<file path="src/design/supervisor_pkg.sv">
// Package with timing constants and signal groups of the processor supervisor.
package supervisor_pkg;

   // ---------------------------------------------------------------
   // Timing
   // ---------------------------------------------------------------
   localparam int CLK_PERIOD_PS = 4000;
   localparam longint RESET_HOLD_MS = 250;
   localparam longint RESET_HOLD_CYCLES = RESET_HOLD_MS * 1000000000 / CLK_PERIOD_PS;
   localparam longint WATCHDOG_MS = 1000;
   localparam longint WATCHDOG_CYCLES = WATCHDOG_MS * 1000000000 / CLK_PERIOD_PS;
   localparam int DEBOUNCE_CYCLES = 16;
   localparam int CNT_W = 32;

   // ---------------------------------------------------------------
   // Signal groups
   // ---------------------------------------------------------------
   typedef struct packed {
      logic ram_select_in_n;
      logic upper_byte_enable_n;
      logic lower_byte_enable_n;
   } ram_req_t;

   typedef struct packed {
      logic supply_ok;
      logic battery_select;
   } supply_t;

   typedef enum logic [2:0] {
      ST_POWER_FAIL = 3'b001,
      ST_HOLD = 3'b010,
      ST_RUN = 3'b100
   } sup_state_t;

endpackage : supervisor_pkg
</file>
<file path="src/design/processor_supervisor_reset.sv">
// Processor supervisor: power-fail reset, pushbutton, watchdog and SRAM gating.
module processor_supervisor_reset #(
   parameter longint RESET_HOLD = supervisor_pkg::RESET_HOLD_CYCLES,
   parameter longint WATCHDOG = supervisor_pkg::WATCHDOG_CYCLES,
   parameter int DEBOUNCE = supervisor_pkg::DEBOUNCE_CYCLES
) (
   // Clock and reset
   input wire logic CLK_I,
   input wire logic NRST_I,
   // Analog comparator results (asynchronous)
   input wire logic SUPPLY_ABOVE_2V88_I,
   input wire logic SUPPLY_ABOVE_SWITCH_I,
   // Processor reset pin, open drain
   input wire logic RESET_PIN_I,
   output logic RESET_PIN_O,
   output logic RESET_PIN_OE_O,
   // Watchdog strobe
   input wire logic WATCHDOG_STROBE_N_I,
   // SRAM side
   input wire logic RAM_SELECT_IN_N_I,
   input wire logic UPPER_BYTE_ENABLE_N_I,
   input wire logic LOWER_BYTE_ENABLE_N_I,
   output logic RAM_SELECT_LOW_BYTE_N_O,
   output logic RAM_SELECT_HIGH_BYTE_N_O,
   output logic RAM_SUPPLY_FROM_BATTERY_O
);

   localparam int CW = supervisor_pkg::CNT_W;
   localparam logic [CW-1:0] HOLD_END = CW'(RESET_HOLD - 1);
   localparam logic [CW-1:0] WDOG_END = CW'(WATCHDOG - 1);
   localparam logic [CW-1:0] DEB_END = CW'(DEBOUNCE - 1);

   // ---------------------------------------------------------------
   // Input synchronisers
   // ---------------------------------------------------------------
   logic [6:0] sync1;
   logic [6:0] sync2;
   logic [6:0] async_in;
   assign async_in = {SUPPLY_ABOVE_2V88_I, SUPPLY_ABOVE_SWITCH_I, RESET_PIN_I,
                      WATCHDOG_STROBE_N_I, RAM_SELECT_IN_N_I, UPPER_BYTE_ENABLE_N_I,
                      LOWER_BYTE_ENABLE_N_I};

   // Two stages per pin; only the second stage is read by logic.
   // Stages reset to each pin's idle level (supply not yet good, switch
   // comparator high, active-low pins released), so no false press, strobe
   // or battery switch shows up right after reset.
   always_ff @(posedge CLK_I or negedge NRST_I) begin
      if (!NRST_I) begin
         sync1 <= 7'h3f;
         sync2 <= 7'h3f;
      end else begin
         sync1 <= async_in;
         sync2 <= sync1;
      end
   end

   supervisor_pkg::supply_t supply;
   supervisor_pkg::ram_req_t ram_req;
   logic pin_level;
   logic strobe_n;
   assign supply.supply_ok = sync2[6];
   assign supply.battery_select = ~sync2[5];
   assign pin_level = sync2[4];
   assign strobe_n = sync2[3];
   assign ram_req = sync2[2:0];

   // ---------------------------------------------------------------
   // Reset sequencer
   // ---------------------------------------------------------------
   supervisor_pkg::sup_state_t state;
   logic [CW-1:0] hold_cnt;
   logic [CW-1:0] wdog_cnt;
   logic [CW-1:0] deb_cnt;
   logic press_ok;
   logic wdog_expire;
   logic own_drive;
   logic [1:0] oe_hist;

   // Our own pull on the wire needs two synchroniser stages to fade from the
   // sensed level, so the button stays blanked for them; otherwise a short
   // debounce would take the tail of our own pulse for a fresh press.
   always_ff @(posedge CLK_I or negedge NRST_I) begin
      if (!NRST_I) begin
         oe_hist <= 2'h3;
      end else begin
         oe_hist <= {oe_hist[0], RESET_PIN_OE_O};
      end
   end

   // Pushbutton debounce; the pin is ignored while we drive it ourselves,
   // otherwise our own pulse would retrigger itself forever.
   always_ff @(posedge CLK_I or negedge NRST_I) begin
      if (!NRST_I) begin
         deb_cnt <= '0;
      end else if (pin_level || own_drive) begin
         deb_cnt <= '0;
      end else if (deb_cnt != DEB_END) begin
         deb_cnt <= deb_cnt + CW'(1);
      end
   end
   assign press_ok = (deb_cnt == DEB_END) && !own_drive;

   // Watchdog runs only while the processor is out of reset.
   always_ff @(posedge CLK_I or negedge NRST_I) begin
      if (!NRST_I) begin
         wdog_cnt <= '0;
      end else if (state != supervisor_pkg::ST_RUN || !strobe_n) begin
         wdog_cnt <= '0;
      end else if (wdog_cnt != WDOG_END) begin
         wdog_cnt <= wdog_cnt + CW'(1);
      end
   end
   assign wdog_expire = (wdog_cnt == WDOG_END) && strobe_n;

   // Power fail wins over everything; hold counts the 250ms interval.
   always_ff @(posedge CLK_I or negedge NRST_I) begin
      if (!NRST_I) begin
         state <= supervisor_pkg::ST_POWER_FAIL;
         hold_cnt <= '0;
      end else begin
         case (state)
            supervisor_pkg::ST_POWER_FAIL: begin
               hold_cnt <= '0;
               if (supply.supply_ok) begin
                  state <= supervisor_pkg::ST_HOLD;
               end
            end
            supervisor_pkg::ST_HOLD: begin
               if (!supply.supply_ok) begin
                  state <= supervisor_pkg::ST_POWER_FAIL;
               end else if (hold_cnt == HOLD_END) begin
                  state <= supervisor_pkg::ST_RUN;
               end else begin
                  hold_cnt <= hold_cnt + CW'(1);
               end
            end
            supervisor_pkg::ST_RUN: begin
               hold_cnt <= '0;
               if (!supply.supply_ok) begin
                  state <= supervisor_pkg::ST_POWER_FAIL;
               end else if (press_ok || wdog_expire) begin
                  state <= supervisor_pkg::ST_HOLD;
               end
            end
            default: begin
               state <= supervisor_pkg::ST_POWER_FAIL;
               hold_cnt <= '0;
            end
         endcase
      end
   end
   assign own_drive = (state != supervisor_pkg::ST_RUN) || RESET_PIN_OE_O ||
                      (oe_hist != 2'h0);

   // ---------------------------------------------------------------
   // Outputs, all registered
   // ---------------------------------------------------------------
   // Open drain: output value is always low, only the enable moves.
   // The power-fail term goes straight to the enable so it acts one
   // clock earlier than the state register alone would.
   always_ff @(posedge CLK_I or negedge NRST_I) begin
      if (!NRST_I) begin
         RESET_PIN_O <= 1'b0;
         RESET_PIN_OE_O <= 1'b1;
      end else begin
         RESET_PIN_O <= 1'b0;
         RESET_PIN_OE_O <= !supply.supply_ok || !(state == supervisor_pkg::ST_RUN &&
                           !press_ok && !wdog_expire);
      end
   end

   // SRAM gating; enables blocked whenever the supply is bad.
   always_ff @(posedge CLK_I or negedge NRST_I) begin
      if (!NRST_I) begin
         RAM_SELECT_LOW_BYTE_N_O <= 1'b1;
         RAM_SELECT_HIGH_BYTE_N_O <= 1'b1;
         RAM_SUPPLY_FROM_BATTERY_O <= 1'b0;
      end else begin
         RAM_SELECT_LOW_BYTE_N_O <= !(supply.supply_ok && !ram_req.ram_select_in_n &&
                                    !ram_req.lower_byte_enable_n);
         RAM_SELECT_HIGH_BYTE_N_O <= !(supply.supply_ok && !ram_req.ram_select_in_n &&
                                     !ram_req.upper_byte_enable_n);
         RAM_SUPPLY_FROM_BATTERY_O <= supply.battery_select;
      end
   end

   // ---------------------------------------------------------------
   // Checks
   // ---------------------------------------------------------------
   chk_fail_reset: assert property (@(posedge CLK_I) disable iff (!NRST_I)
      !supply.supply_ok |=> RESET_PIN_OE_O)
      else $error("reset not asserted on supply failure");
   chk_ram_block: assert property (@(posedge CLK_I) disable iff (!NRST_I)
      !supply.supply_ok |=> RAM_SELECT_LOW_BYTE_N_O && RAM_SELECT_HIGH_BYTE_N_O)
      else $error("sram enabled during power failure");
   chk_hold_entry: assert property (@(posedge CLK_I) disable iff (!NRST_I)
      state == supervisor_pkg::ST_POWER_FAIL && supply.supply_ok
      |=> state == supervisor_pkg::ST_HOLD && hold_cnt == '0)
      else $error("hold interval not started");
   chk_hold_len: assert property (@(posedge CLK_I) disable iff (!NRST_I)
      state == supervisor_pkg::ST_HOLD && hold_cnt != HOLD_END && supply.supply_ok
      |=> state == supervisor_pkg::ST_HOLD && hold_cnt == $past(hold_cnt) + CW'(1))
      else $error("hold ended early");
   chk_press_reset: assert property (@(posedge CLK_I) disable iff (!NRST_I)
      state == supervisor_pkg::ST_RUN && press_ok && supply.supply_ok
      |=> state == supervisor_pkg::ST_HOLD ##1 RESET_PIN_OE_O)
      else $error("pushbutton did not reset");
   chk_wdog_reset: assert property (@(posedge CLK_I) disable iff (!NRST_I)
      state == supervisor_pkg::ST_RUN && wdog_expire && supply.supply_ok
      |=> RESET_PIN_OE_O && state == supervisor_pkg::ST_HOLD)
      else $error("watchdog expiry did not reset");
   chk_strobe_clr: assert property (@(posedge CLK_I) disable iff (!NRST_I)
      !strobe_n |=> wdog_cnt == '0)
      else $error("strobe did not restart watchdog");
   chk_ram_pass: assert property (@(posedge CLK_I) disable iff (!NRST_I)
      supply.supply_ok && !ram_req.ram_select_in_n && !ram_req.upper_byte_enable_n
      |=> !RAM_SELECT_HIGH_BYTE_N_O)
      else $error("high byte enable not passed");
   chk_ram_select: assert property (@(posedge CLK_I) disable iff (!NRST_I)
      ram_req.ram_select_in_n |=> RAM_SELECT_LOW_BYTE_N_O && RAM_SELECT_HIGH_BYTE_N_O)
      else $error("sram enabled without select");
   chk_battery_sw: assert property (@(posedge CLK_I) disable iff (!NRST_I)
      ##1 RAM_SUPPLY_FROM_BATTERY_O == $past(supply.battery_select))
      else $error("sram supply not following comparator");
   chk_pin_low: assert property (@(posedge CLK_I) disable iff (!NRST_I)
      RESET_PIN_O == 1'b0)
      else $error("reset pin driven high");

endmodule : processor_supervisor_reset

</file>
<file path="config.mk">
export PLATFORM = sky130hd
export DESIGN_NAME = processor_supervisor_reset
export DESIGN_NICKNAME = d
export VERILOG_FILES = /design/src/design/supervisor_pkg.sv /design/src/design/processor_supervisor_reset.sv
export SDC_FILE = /design/constraint.sdc
export NUM_CORES = 1
export LEC_CHECK = 0
export BUFFER_PORTS_ARGS = -buffer_cell sky130_fd_sc_hd__buf_2
export CAP_MARGIN = 0
export CORE_ASPECT_RATIO = 1.25
export CORE_UTILIZATION = 40
export CTS_BUF_LIST = sky130_fd_sc_hd__clkbuf_8
export DETAILED_ROUTE_END_ITERATION = 8
export GPL_ROUTABILITY_DRIVEN = 0
export GPL_TIMING_DRIVEN = 0
export PLACE_DENSITY = 0.63
export SETUP_SLACK_MARGIN = 0.02
export SLEW_MARGIN = 40
export SYNTH_ARGS = -nofsm -noshare
export SYNTH_HDL_FRONTEND = slang
export SYNTH_SLANG_ARGS = --single-unit
</file>
<file path="constraint.sdc">
create_clock -name CLK_I -period 2.75 [get_ports CLK_I]
set_input_delay 0.1375 -clock CLK_I [delete_from_list [all_inputs] [get_ports CLK_I]]
set_output_delay 0.1375 -clock CLK_I [all_outputs]
set_load 0.02 [all_outputs]
</file>
**Word-level counts from Yosys, hierarchy flattened**

Index checks and enable logic that the tools add are counted.

- Bits in registers: 119
- Bits of input ports: 9
- Output and inout port bits: 5
- Word-level logic and storage cells: 71

- Add/subtract/negate cells: 3
- Equal/unequal tests: 14
- Muxes and demuxes: 13
- Bitwise operators: 1
- Reductions and logical operators: 29

Operator list:

| cell | count |
|---|---|
| $mux W32 | 7 |
| $add A32 B1 Y32 const B | 3 |
| $eq A32 B26 Y1 const B | 1 |
| $eq A32 B28 Y1 const B | 1 |
| $eq A32 B4 Y1 const B | 1 |
| $ne A32 B28 Y1 const B | 1 |
| $ne A32 B4 Y1 const B | 1 |
| $mux W3 | 5 |
| $logic_not A1 Y1 | 11 |
| $ne A3 B3 Y1 const B | 3 |
| $pmux W3 S3 | 1 |
| $logic_and A1 B1 Y1 | 7 |
| $logic_or A1 B1 Y1 | 6 |
| $ne A2 B2 Y1 const B | 3 |
| $reduce_bool A2 Y1 | 3 |
| $eq A3 B1 Y1 const B | 1 |
| $eq A3 B2 Y1 const B | 1 |
| $eq A3 B3 Y1 const B | 1 |
| $reduce_and A3 Y1 | 1 |
| $reduce_and A2 Y1 | 1 |
| $not A1 Y1 | 1 |

**Longest topological paths before layout**

Gate-level depths: netlist (run 1).

- Word-level depth: 10
- Gate-level depth with buffers: 6
- Mapped depth without buffers: 6

**Worst setup path before layout (run 1)**

No wires, ideal clock.

- Path kind: register -> register
- Start point: register hold_cnt[16]
- End point: register hold_cnt[28]
- Setup time: 0.078 ns
- Arrival time: 2.049 ns
- Required time: 2.672 ns
- Setup slack: 0.624 ns
- Cell stages (with the launch flop): 7
- Path buffers: 1
- Clock period less this slack: 2.126 ns
- Path through: dfrtp_1 -> nand3_1 -> or3_1 -> buf_2 -> or4_4 -> or4_1 -> a21oi_1

- Longest elaborated chain between the ends: 4
- Elaborated cells between the ends (all ways): 7
- Those cells by class: add/sub (1); eq/ne (2); mux (3); reduce/logical (1)

Ends and longest elaborated chain:

| element | RTL line | text |
|---|---|---|
| start: declaration | processor_supervisor_reset.sv:71 | `logic [CW-1:0] hold_cnt;` |
| start signal: assignment | processor_supervisor_reset.sv:134 | `hold_cnt <= hold_cnt + CW'(1);` |
| $add A32 B1 Y32 | processor_supervisor_reset.sv:134 |  |
| $mux W32 | processor_supervisor_reset.sv:131 | `end else if (hold_cnt == HOLD_END) begin` |
| $mux W32 | processor_supervisor_reset.sv:129 | `if (!supply.supply_ok) begin` |
| $mux W32 | processor_supervisor_reset.sv:121 | `case (state)` |

Parallel ways exist; a longest one is shown, timed or not. The select of a mux whose other input is x is not followed.
A chain may end at the register's enable or synchronous reset.

**Worst setup path in the final report (run 1)**

- Start point: register wdog_cnt[2]
- End point: register wdog_cnt[1]

- Longest elaborated chain between the ends: 2

Ends and longest elaborated chain:

| element | RTL line | text |
|---|---|---|
| start: declaration | processor_supervisor_reset.sv:72 | `logic [CW-1:0] wdog_cnt;` |
| start signal: assignment | processor_supervisor_reset.sv:110 | `wdog_cnt <= wdog_cnt + CW'(1);` |
| $ne A32 B28 Y1 | processor_supervisor_reset.sv:109 | `end else if (wdog_cnt != WDOG_END) begin` |
| $reduce_bool A2 Y1 (no line) | n/a |  |

Every way passes these cells.

==> impl_metrics.json, run 1 <==
{
  "wl_per_cell_um": 14.3,
  "worst_skew_pair.late_latency_ps": 440,
  "arrival_ps": 2800,
  "syn_nets": 604,
  "cp.required_ps": 3060,
  "synth_ff_type": "dfrtp_1",
  "ff2ff_path_depth": 6,
  "hold_viol_final": 0,
  "fin_area_um2": 6590,
  "finalCritPeriodShare": 0.907,
  "tns_ps": 0,
  "vias": 4476,
  "rsz0062_at_grt": "false",
  "ys_seq_area_frac": 0.523,
  "ys_warn_count": 0,
  "place_inst": 780,
  "post-route-min-period_ps": 2490,
  "drv_cap": 0,
  "start_util": 0.413,
  "n_antenna_cell": 0,
  "finalNonFillerCells": 820,
  "path_class": "reg -> reg",
  "slew_violations": 0,
  "crit_fanout": 10,
  "grt-ovfl-total": 0,
  "cts_buffer_depth": 2,
  "hold_path_class": "in -> async",
  "die_w_um": 109,
  "hpwlAfterDp_um": 7940,
  "num_rows": 48,
  "vias_per_cell": 5.46,
  "die_area_um2": 14800,
  "synth_seq_cells": 119,
  "finalNetCount": 644,
  "track_usage": 0.176,
  "start_kind": "flip-flop",
  "setup_violations": 0,
  "drt_wl_total_um": 11700,
  "grt_pass1_vias": 4359,
  "synth_edf_count": 0,
  "io_buffers": 12,
  "drc": 0,
  "antenna_found_initial": 0,
  "async_reset_ff_frac": 1.00,
  "htree_levels": 4,
  "placed_area_um2": 6050,
  "slew_headroom": 0.450,
  "max_freq_mhz": 401,
  "cts_root_buffer": "clkbuf_8",
  "final_common_cell": "dfrtp_1",
  "cp-end-kind": "flip-flop",
  "drt_first_iter_violations": 293,
  "numCtsBuffers": 17,
  "max-vdd-ir-drop_mv": 0.352,
  "dr.pass1.iters": 4,
  "status": "complete, no violations",
  "chipHeight_um": 136,
  "path_clk_slew_ps": 70,
  "cts_sinks": 119,
  "grt_pass1_wl_um": 20200,
  "fin_util": 0.475,
  "ant_nets": 0,
  "fp.coreArea_um2": 13900,
  "p_per_area_nw_per_um2": 579,
  "netlist_instances": 592,
  "worst_pin_slew_ps": 818,
  "fin_skew_ps": 10.6,
  "leakage_uw": 0.00242,
  "avgSynthCellArea_um2": 9.68,
  "cts_tree": "yes",
  "drive_gt1_frac": 0.113,
  "netlist_area_um2": 5730,
  "pin_count": 14,
  "ys_types": 40,
  "final_cell_mix": "dfrtp_1, nor2_1, xnor2_1",
  "area_growth_pct": 15.0,
  "grt_max_degree": 66
}
## layout make-up
class / count / area [µm²]
clock buffers: 19 / 262
plain buffers: 27 / 108
fillers: 1261 / 7280
inverters: 15 / 56.3
multi-input cells: 431 / 2570
repair buffers: 21 / 178
flip-flops and latches: 119 / 3000
clock inverters: 13 / 203
well taps: 175 / 219
## cell families (layout without fill, tap and decap cells)
group / after synthesis / after routing / share of synthesized area
compound gates: 58 / 58 / 0.0559
xor+xnor: 69 / 69 / 0.105
fa+ha+maj: 3 / 3 / 0.00655
buf+inv: 42 / 95 / 0.0286
flops: 119 / 119 / 0.523
mux: 2 / 2 / 0.00349
other cells: 1 / 1 / 0.000654
simple gates: 298 / 298 / 0.276
## report_power, final
group	leakage [µW]	total [µW]	switching (µW)	internal, µW
clock network	0.000231	1840	712	1120
logic	0.000595	163	109	53.8
registers	0.00159	1820	25.1	1790
## sequential cells by signal, indices dropped and copies added, names as in the netlist
| signal | count |
|---|---|
| hold_cnt | 32 |
| oe_hist | 2 |
| wdog_cnt | 32 |
| sync2 | 7 |
| RAM_SELECT_LOW_BYTE_N_O | 1 |
| state | 3 |
| RAM_SUPPLY_FROM_BATTERY_O | 1 |
| sync1 | 7 |
| RAM_SELECT_HIGH_BYTE_N_O | 1 |
| deb_cnt | 32 |
| RESET_PIN_OE_O | 1 |
## cells in the mapped netlist (3+ instances only)
master	number	area share
and3_1	12	0.013
xor2_1	18	0.027
nand2_1	35	0.023
nor3_1	25	0.022
nor4b_1	4	0.0061
or3_1	22	0.024
nand3_1	35	0.031
clkbuf_1	24	0.016
xnor2_1	51	0.078
and2_1	4	0.0044
dfrtp_1	101	0.44
nor3b_1	3	0.0039
and4_1	13	0.020
nand4_1	21	0.023
a31oi_1	3	0.0033
nor2_1	78	0.051
a21oi_1	22	0.019
o21ai_0	25	0.022
inv_1	15	0.0098
or4_1	7	0.0092
nor4_1	31	0.034
ha_1	3	0.0065
dfstp_2	18	0.082
## timing repair
item                      CTS  global route
setup buffers               0             0
gates resized for setup     0             0
hold buffers                8             0
hold endpoints to repair   70             0
## critical path: stages, from the launching register on
cell and delay [ps]:
dfrtp_1 440, and4_1 320, nand3_1 170, nor4_1 740, clkbuf_1 410, mux2i_1 230
nor2_1 50
## through the flow
step | setup slack (ps) | hold WS [ps] | power (µW)
after floorplan | 624 | -158 | 1930
after CTS | 257 | 236 | 3880
after detailed placement | 261 | 127 | 2010
final | 257 | 223 | 3820
after global placement | 63.8 | 242 | 2000
after global routing | 154 | 263 | 3990
## routing by layer
metal | vias to the layer above | track usage | part of all wire
met5 | - | 0 | 0
met4 | 0 | 0.0653 | 0.015
met3 | 18 | 0.0542 | 0.036
met2 | 91 | 0.287 | 0.50
met1 | 2180 | 0.217 | 0.45
li1 | 2187 | - | -
## worst paths after layout
| kind | start | end | slack (ps) |
|---|---|---|---|
| worst max-delay path | wdog_cnt[2]$_DFFE_PN0P_ | wdog_cnt[1]$_DFFE_PN0P_ | 260 |
| worst min-delay path | NRST_I | hold_cnt[19]$_DFFE_PN0P_ | 220 |
| worst max register to register | wdog_cnt[2]$_DFFE_PN0P_ | wdog_cnt[1]$_DFFE_PN0P_ | 260 |
| worst min register to register | sync1[6]$_DFF_PN0_ | sync2[6]$_DFF_PN0_ | 350 |
| max in group asynchronous | NRST_I | sync2[3]$_DFF_PN1_ | 1860 |
| min in group CLK_I | SUPPLY_ABOVE_SWITCH_I | sync1[5]$_DFF_PN1_ | 340 |
(Power assumes the default switching activity.)
==> inputs of run 2 (changes only) <==
Settings changed: CTS_BUF_LIST sky130_fd_sc_hd__clkbuf_8 to default.
==> run 2 against run 1 <==
Die area stayed put. Worst hold slack better by 21 ps. Wire length is 0.55% higher.
==> impl_metrics.json, run 2 (synthesis results as in run 1) <==
{
  "rsz0062_at_grt": "false",
  "chipHeight_um": 136,
  "worst_skew_pair.late_latency_ps": 420,
  "cts-resized-gates": 0,
  "p_per_area_nw_per_um2": 652,
  "hpwlAfterDp_um": 7940,
  "cts_sinks": 119,
  "drt_first_iter_violations": 327,
  "antenna_found_initial": 0,
  "setup_violations": 0,
  "path_clk_slew_ps": 50,
  "finalNetCount": 644,
  "drc": 0,
  "final_cell_mix": "dfrtp_1, nor2_1, xnor2_1",
  "vias_per_cell": 5.45,
  "track_usage": 0.179,
  "fp.coreArea_um2": 13900,
  "pin_count": 14,
  "finalNonFillerCells": 820,
  "arrival_ps": 2780,
  "die_area_um2": 14800,
  "drv_cap": 0,
  "dr.pass1.iters": 5,
  "cp.required_ps": 3050,
  "crit_fanout": 10,
  "wl_per_cell_um": 14.4,
  "htree_levels": 4,
  "max_freq_mhz": 402,
  "drive_gt1_frac": 0.113,
  "start_kind": "flip-flop",
  "r2r_start": "wdog_cnt[19]$_DFFE_PN0P_",
  "fin_util": 0.489,
  "n_antenna_cell": 0,
  "path_class": "reg -> reg",
  "grt-ovfl-total": 0,
  "total_power_uw": 4420,
  "num_rows": 48,
  "leakage_uw": 0.00250,
  "vias": 4470,
  "numCtsBuffers": 17,
  "post-cts-setup-buffers": 0,
  "finalCritPeriodShare": 0.905,
  "hold_viol_final": 0,
  "slew_violations": 0,
  "grt_pass1_vias": 4406,
  "tns_ps": 0,
  "die_w_um": 109,
  "regArea_um2": 3000,
  "cts_hold_buf": 8,
  "slew_headroom": 0.448,
  "hold_ws_ps": 244,
  "top_regs": "deb_cnt (32), hold_cnt (32), wdog_cnt (32)",
  "place_inst": 780,
  "hold_path_class": "in -> async",
  "fill_cells": 1245,
  "cp-end-kind": "flip-flop",
  "start_util": 0.413,
  "fin_skew_ps": 9.78,
  "grt_pass1_wl_um": 20600,
  "grt_max_degree": 66,
  "post-route-min-period_ps": 2490,
  "final_common_cell": "dfrtp_1",
  "startpoint": "wdog_cnt[19]$_DFFE_PN0P_",
  "ant_nets": 0,
  "worst_pin_slew_ps": 820,
  "multi_input_area_um2": 2570,
  "area_growth_pct": 18.4,
  "max-vdd-ir-drop_mv": 0.418,
  "cts_buffer_depth": 2,
  "cts_tree": "yes",
  "status": "complete, no violations",
  "io_buffers": 12,
  "cts_root_buffer": "clkbuf_16",
  "drt_wl_total_um": 11800
}
## run 2: power breakdown
part / switching [µW] / total [µW] / internal, µW
clock: 786 / 2440 / 1660
sequential: 24.9 / 1820 / 1800
combinational: 109 / 162 / 53.8
## run 2: worst paths after layout
| path | cells after the start | slack [ps] | to |
|---|---|---|---|
| min | 2 | 240 | hold_cnt[19]$_DFFE_PN0P_ |
| min reg2reg | 0 | 350 | sync2[6]$_DFF_PN0_ |
| max reg2reg | 6 | 260 | state[2]$_DFFE_PN0P_ |
| max | 6 | 260 | state[2]$_DFFE_PN0P_ |
| max in group asynchronous | 3 | 1840 | oe_hist[0]$_DFF_PN1_ |
| min in group CLK_I | 0 | 350 | sync2[6]$_DFF_PN0_ |
## run 2: layer usage
layer / share of wire / vias up / track usage
met1: 0.44 / 2149 / 0.216
met3: 0.040 / 27 / 0.0499
met4: 0.025 / 0 / 0.0788
met5: 0 / - / 0
li1: - / 2186 / -
met2: 0.49 / 108 / 0.296
## run 2: area by class of cell
| type | count | share of cell area |
|---|---|---|
| Tap cell | 175 | 0.0323 |
| Inverter | 15 | 0.00830 |
| Clock buffer | 21 | 0.0679 |
| Clock inverter | 11 | 0.0288 |
| Multi-Input combinational cell | 431 | 0.379 |
| Sequential cell | 119 | 0.442 |
| Timing Repair Buffer | 21 | 0.0262 |
| Buffer | 27 | 0.0159 |
## run 2: critical path, cell delays in order (launching register included)
cell      delay [ps]
dfrtp_1          420
nor4b_1          360
nand4_1          130
nor4_1           740
clkbuf_1         420
a211o_1          210
o21ai_0           70
## run 2: metrics by stage
step           area, µm²  setup slack [ps]
2_1_floorplan       5730               624
3_3_place_gp        6010              63.8
3_5_place_dp        6050               261
4_1_cts             6790               247
5_1_grt             6790               132
6_report            6790               261
==> inputs of run 3 (changes only) <==
Settings changed: BUFFER_PORTS_ARGS -buffer_cell sky130_fd_sc_hd__buf_2 to -buffer_cell sky130_fd_sc_hd__clkbuf_2.
==> run 3 against run 2 <==
Final area decreased by 1.0%. Clock power down 14%. Sequential power about the same. Global-route usage grew 0.13 points. First-iteration DRC count fell by 23%. Non-clock buffer count rose by 1. Critical path type unchanged. Highest routed layer unchanged.
==> impl_metrics.json, run 3 (synthesis results as in run 1) <==
{
  "cts_root_buffer": "clkbuf_16",
  "cts_buffer_depth": 2,
  "finalNetCount": 645,
  "cp-end-kind": "flip-flop",
  "max_freq_mhz": 428,
  "crit_fanout": 10,
  "critPathTopFamily": "simple AND/OR/NAND/NOR gates",
  "arrival_ps": 2630,
  "cts_tree": "yes",
  "vias_per_cell": 5.43,
  "path_clk_slew_ps": 60,
  "hold_viol_final": 0,
  "rsz0062_at_grt": "false",
  "die_w_um": 109,
  "post-cts-setup-buffers": 0,
  "drv_cap": 0,
  "crit_chain": "and4_1, nand3_1, nor4_2, clkbuf_1, a211o_1, o21ai_0",
  "hold_path_class": "in -> async",
  "vias": 4461,
  "place_inst": 781,
  "crit_path_top_delay_cell": "nor4_2",
  "finalCritPeriodShare": 0.849,
  "fill_cells": 1275,
  "fin_util": 0.484,
  "pin_count": 14,
  "p_per_area_nw_per_um2": 607,
  "fin_skew_ps": 9.89,
  "htree_levels": 4,
  "io_buffers": 12,
  "slew_violations": 0,
  "finalNonFillerCells": 821,
  "wl_per_cell_um": 14.5,
  "worst_pin_slew_ps": 653,
  "area_growth_pct": 17.1,
  "cts_sinks": 119,
  "fp.coreArea_um2": 13900,
  "leakage_uw": 0.00246,
  "drt_first_iter_violations": 252,
  "start_util": 0.413,
  "drt_wl_total_um": 11900,
  "chipHeight_um": 136,
  "grt_pass1_wl_um": 20900,
  "drc": 0,
  "setup_violations": 0,
  "num_rows": 48,
  "grt-ovfl-total": 0,
  "slew_headroom": 0.564,
  "worst_skew_pair.late_latency_ps": 420,
  "path_buf_inv": 1,
  "die_area_um2": 14800,
  "track_usage": 0.181,
  "antenna_found_initial": 0,
  "grt_pass1_vias": 4532,
  "slowest_delay_ps": 500,
  "n_antenna_cell": 0,
  "top_regs": "deb_cnt (32), hold_cnt (32), wdog_cnt (32)",
  "dr.pass1.iters": 4,
  "max-vdd-ir-drop_mv": 0.514,
  "post-route-min-period_ps": 2340,
  "hpwlAfterDp_um": 8210,
  "drive_gt1_frac": 0.119,
  "status": "complete, no violations",
  "cp.required_ps": 3050,
  "numCtsBuffers": 17,
  "grt_max_degree": 43,
  "final_common_cell": "dfrtp_1",
  "final_cell_mix": "dfrtp_1, nor2_1, xnor2_1",
  "start_kind": "flip-flop",
  "path_class": "reg -> reg",
  "ant_nets": 0
}
run 3: final cells by class:
type	instances	area, µm²	area share
sequential	119	3000	0.447
multi-input combinational	431	2570	0.383
clock buffer	18	439	0.0654
tap	175	219	0.0326
timing repair buffer	22	189	0.0281
clock inverter	14	129	0.0192
buffer	27	108	0.0160
inverter	15	56.3	0.00838
run 3: metrics by stage:
stage	total power (µW)	cell area [µm²]	setup TNS (ps)	hold WS, ps	setup slack, ps
after global routing	4220	6720	0	226	203
after detailed placement	2010	6060	0	83.2	232
after global placement	1990	6010	-21410	225	-218
after floorplan	1930	5730	0	-158	624
after CTS	4130	6710	0	198	201
final	4070	6720	0	189	414
run 3: where the power goes:
group	switching [µW]	internal [µW]
logic	109	55.1
clock network	823	1270
registers	26.2	1790
run 3: timing repair:
action | in CTS | in global routing
hold buffers | 8 | 0
hold endpoints to repair | 113 | 0
gates resized for setup | 0 | 1
setup endpoints to repair | 0 | 4
run 3: routing by layer:
metal / share of wire / vias up / GRT usage
li1: - / 2179 / -
met2: 0.51 / 55 / 0.297
met4: 0.022 / 0 / 0.0893
met5: 0 / - / 0
met3: 0.025 / 23 / 0.0455
met1: 0.45 / 2204 / 0.218
run 3: path summary, 6_finish.rpt:
kind	startpoint	end	slack [ps]	cells after the start
max in group asynchronous	NRST_I	sync2[5]$_DFF_PN1_	1970	3
min	NRST_I	deb_cnt[15]$_DFFE_PN0P_	190	2
max	wdog_cnt[2]$_DFFE_PN0P_	state[2]$_DFFE_PN0P_	410	6
min reg2reg	sync1[6]$_DFF_PN0_	sync2[6]$_DFF_PN0_	350	0
min in group CLK_I	SUPPLY_ABOVE_SWITCH_I	sync1[5]$_DFF_PN1_	350	2
max reg2reg	wdog_cnt[2]$_DFFE_PN0P_	state[2]$_DFFE_PN0P_	410	6
run 3: worst register-to-register path, delay by kind of cell (launching register included):
family	cells	cell delay [ps]
AOI/OAI and AO/OA	2	310
buffers and inverters	1	440
DFF	1	450
and+or+nand+nor	3	1020
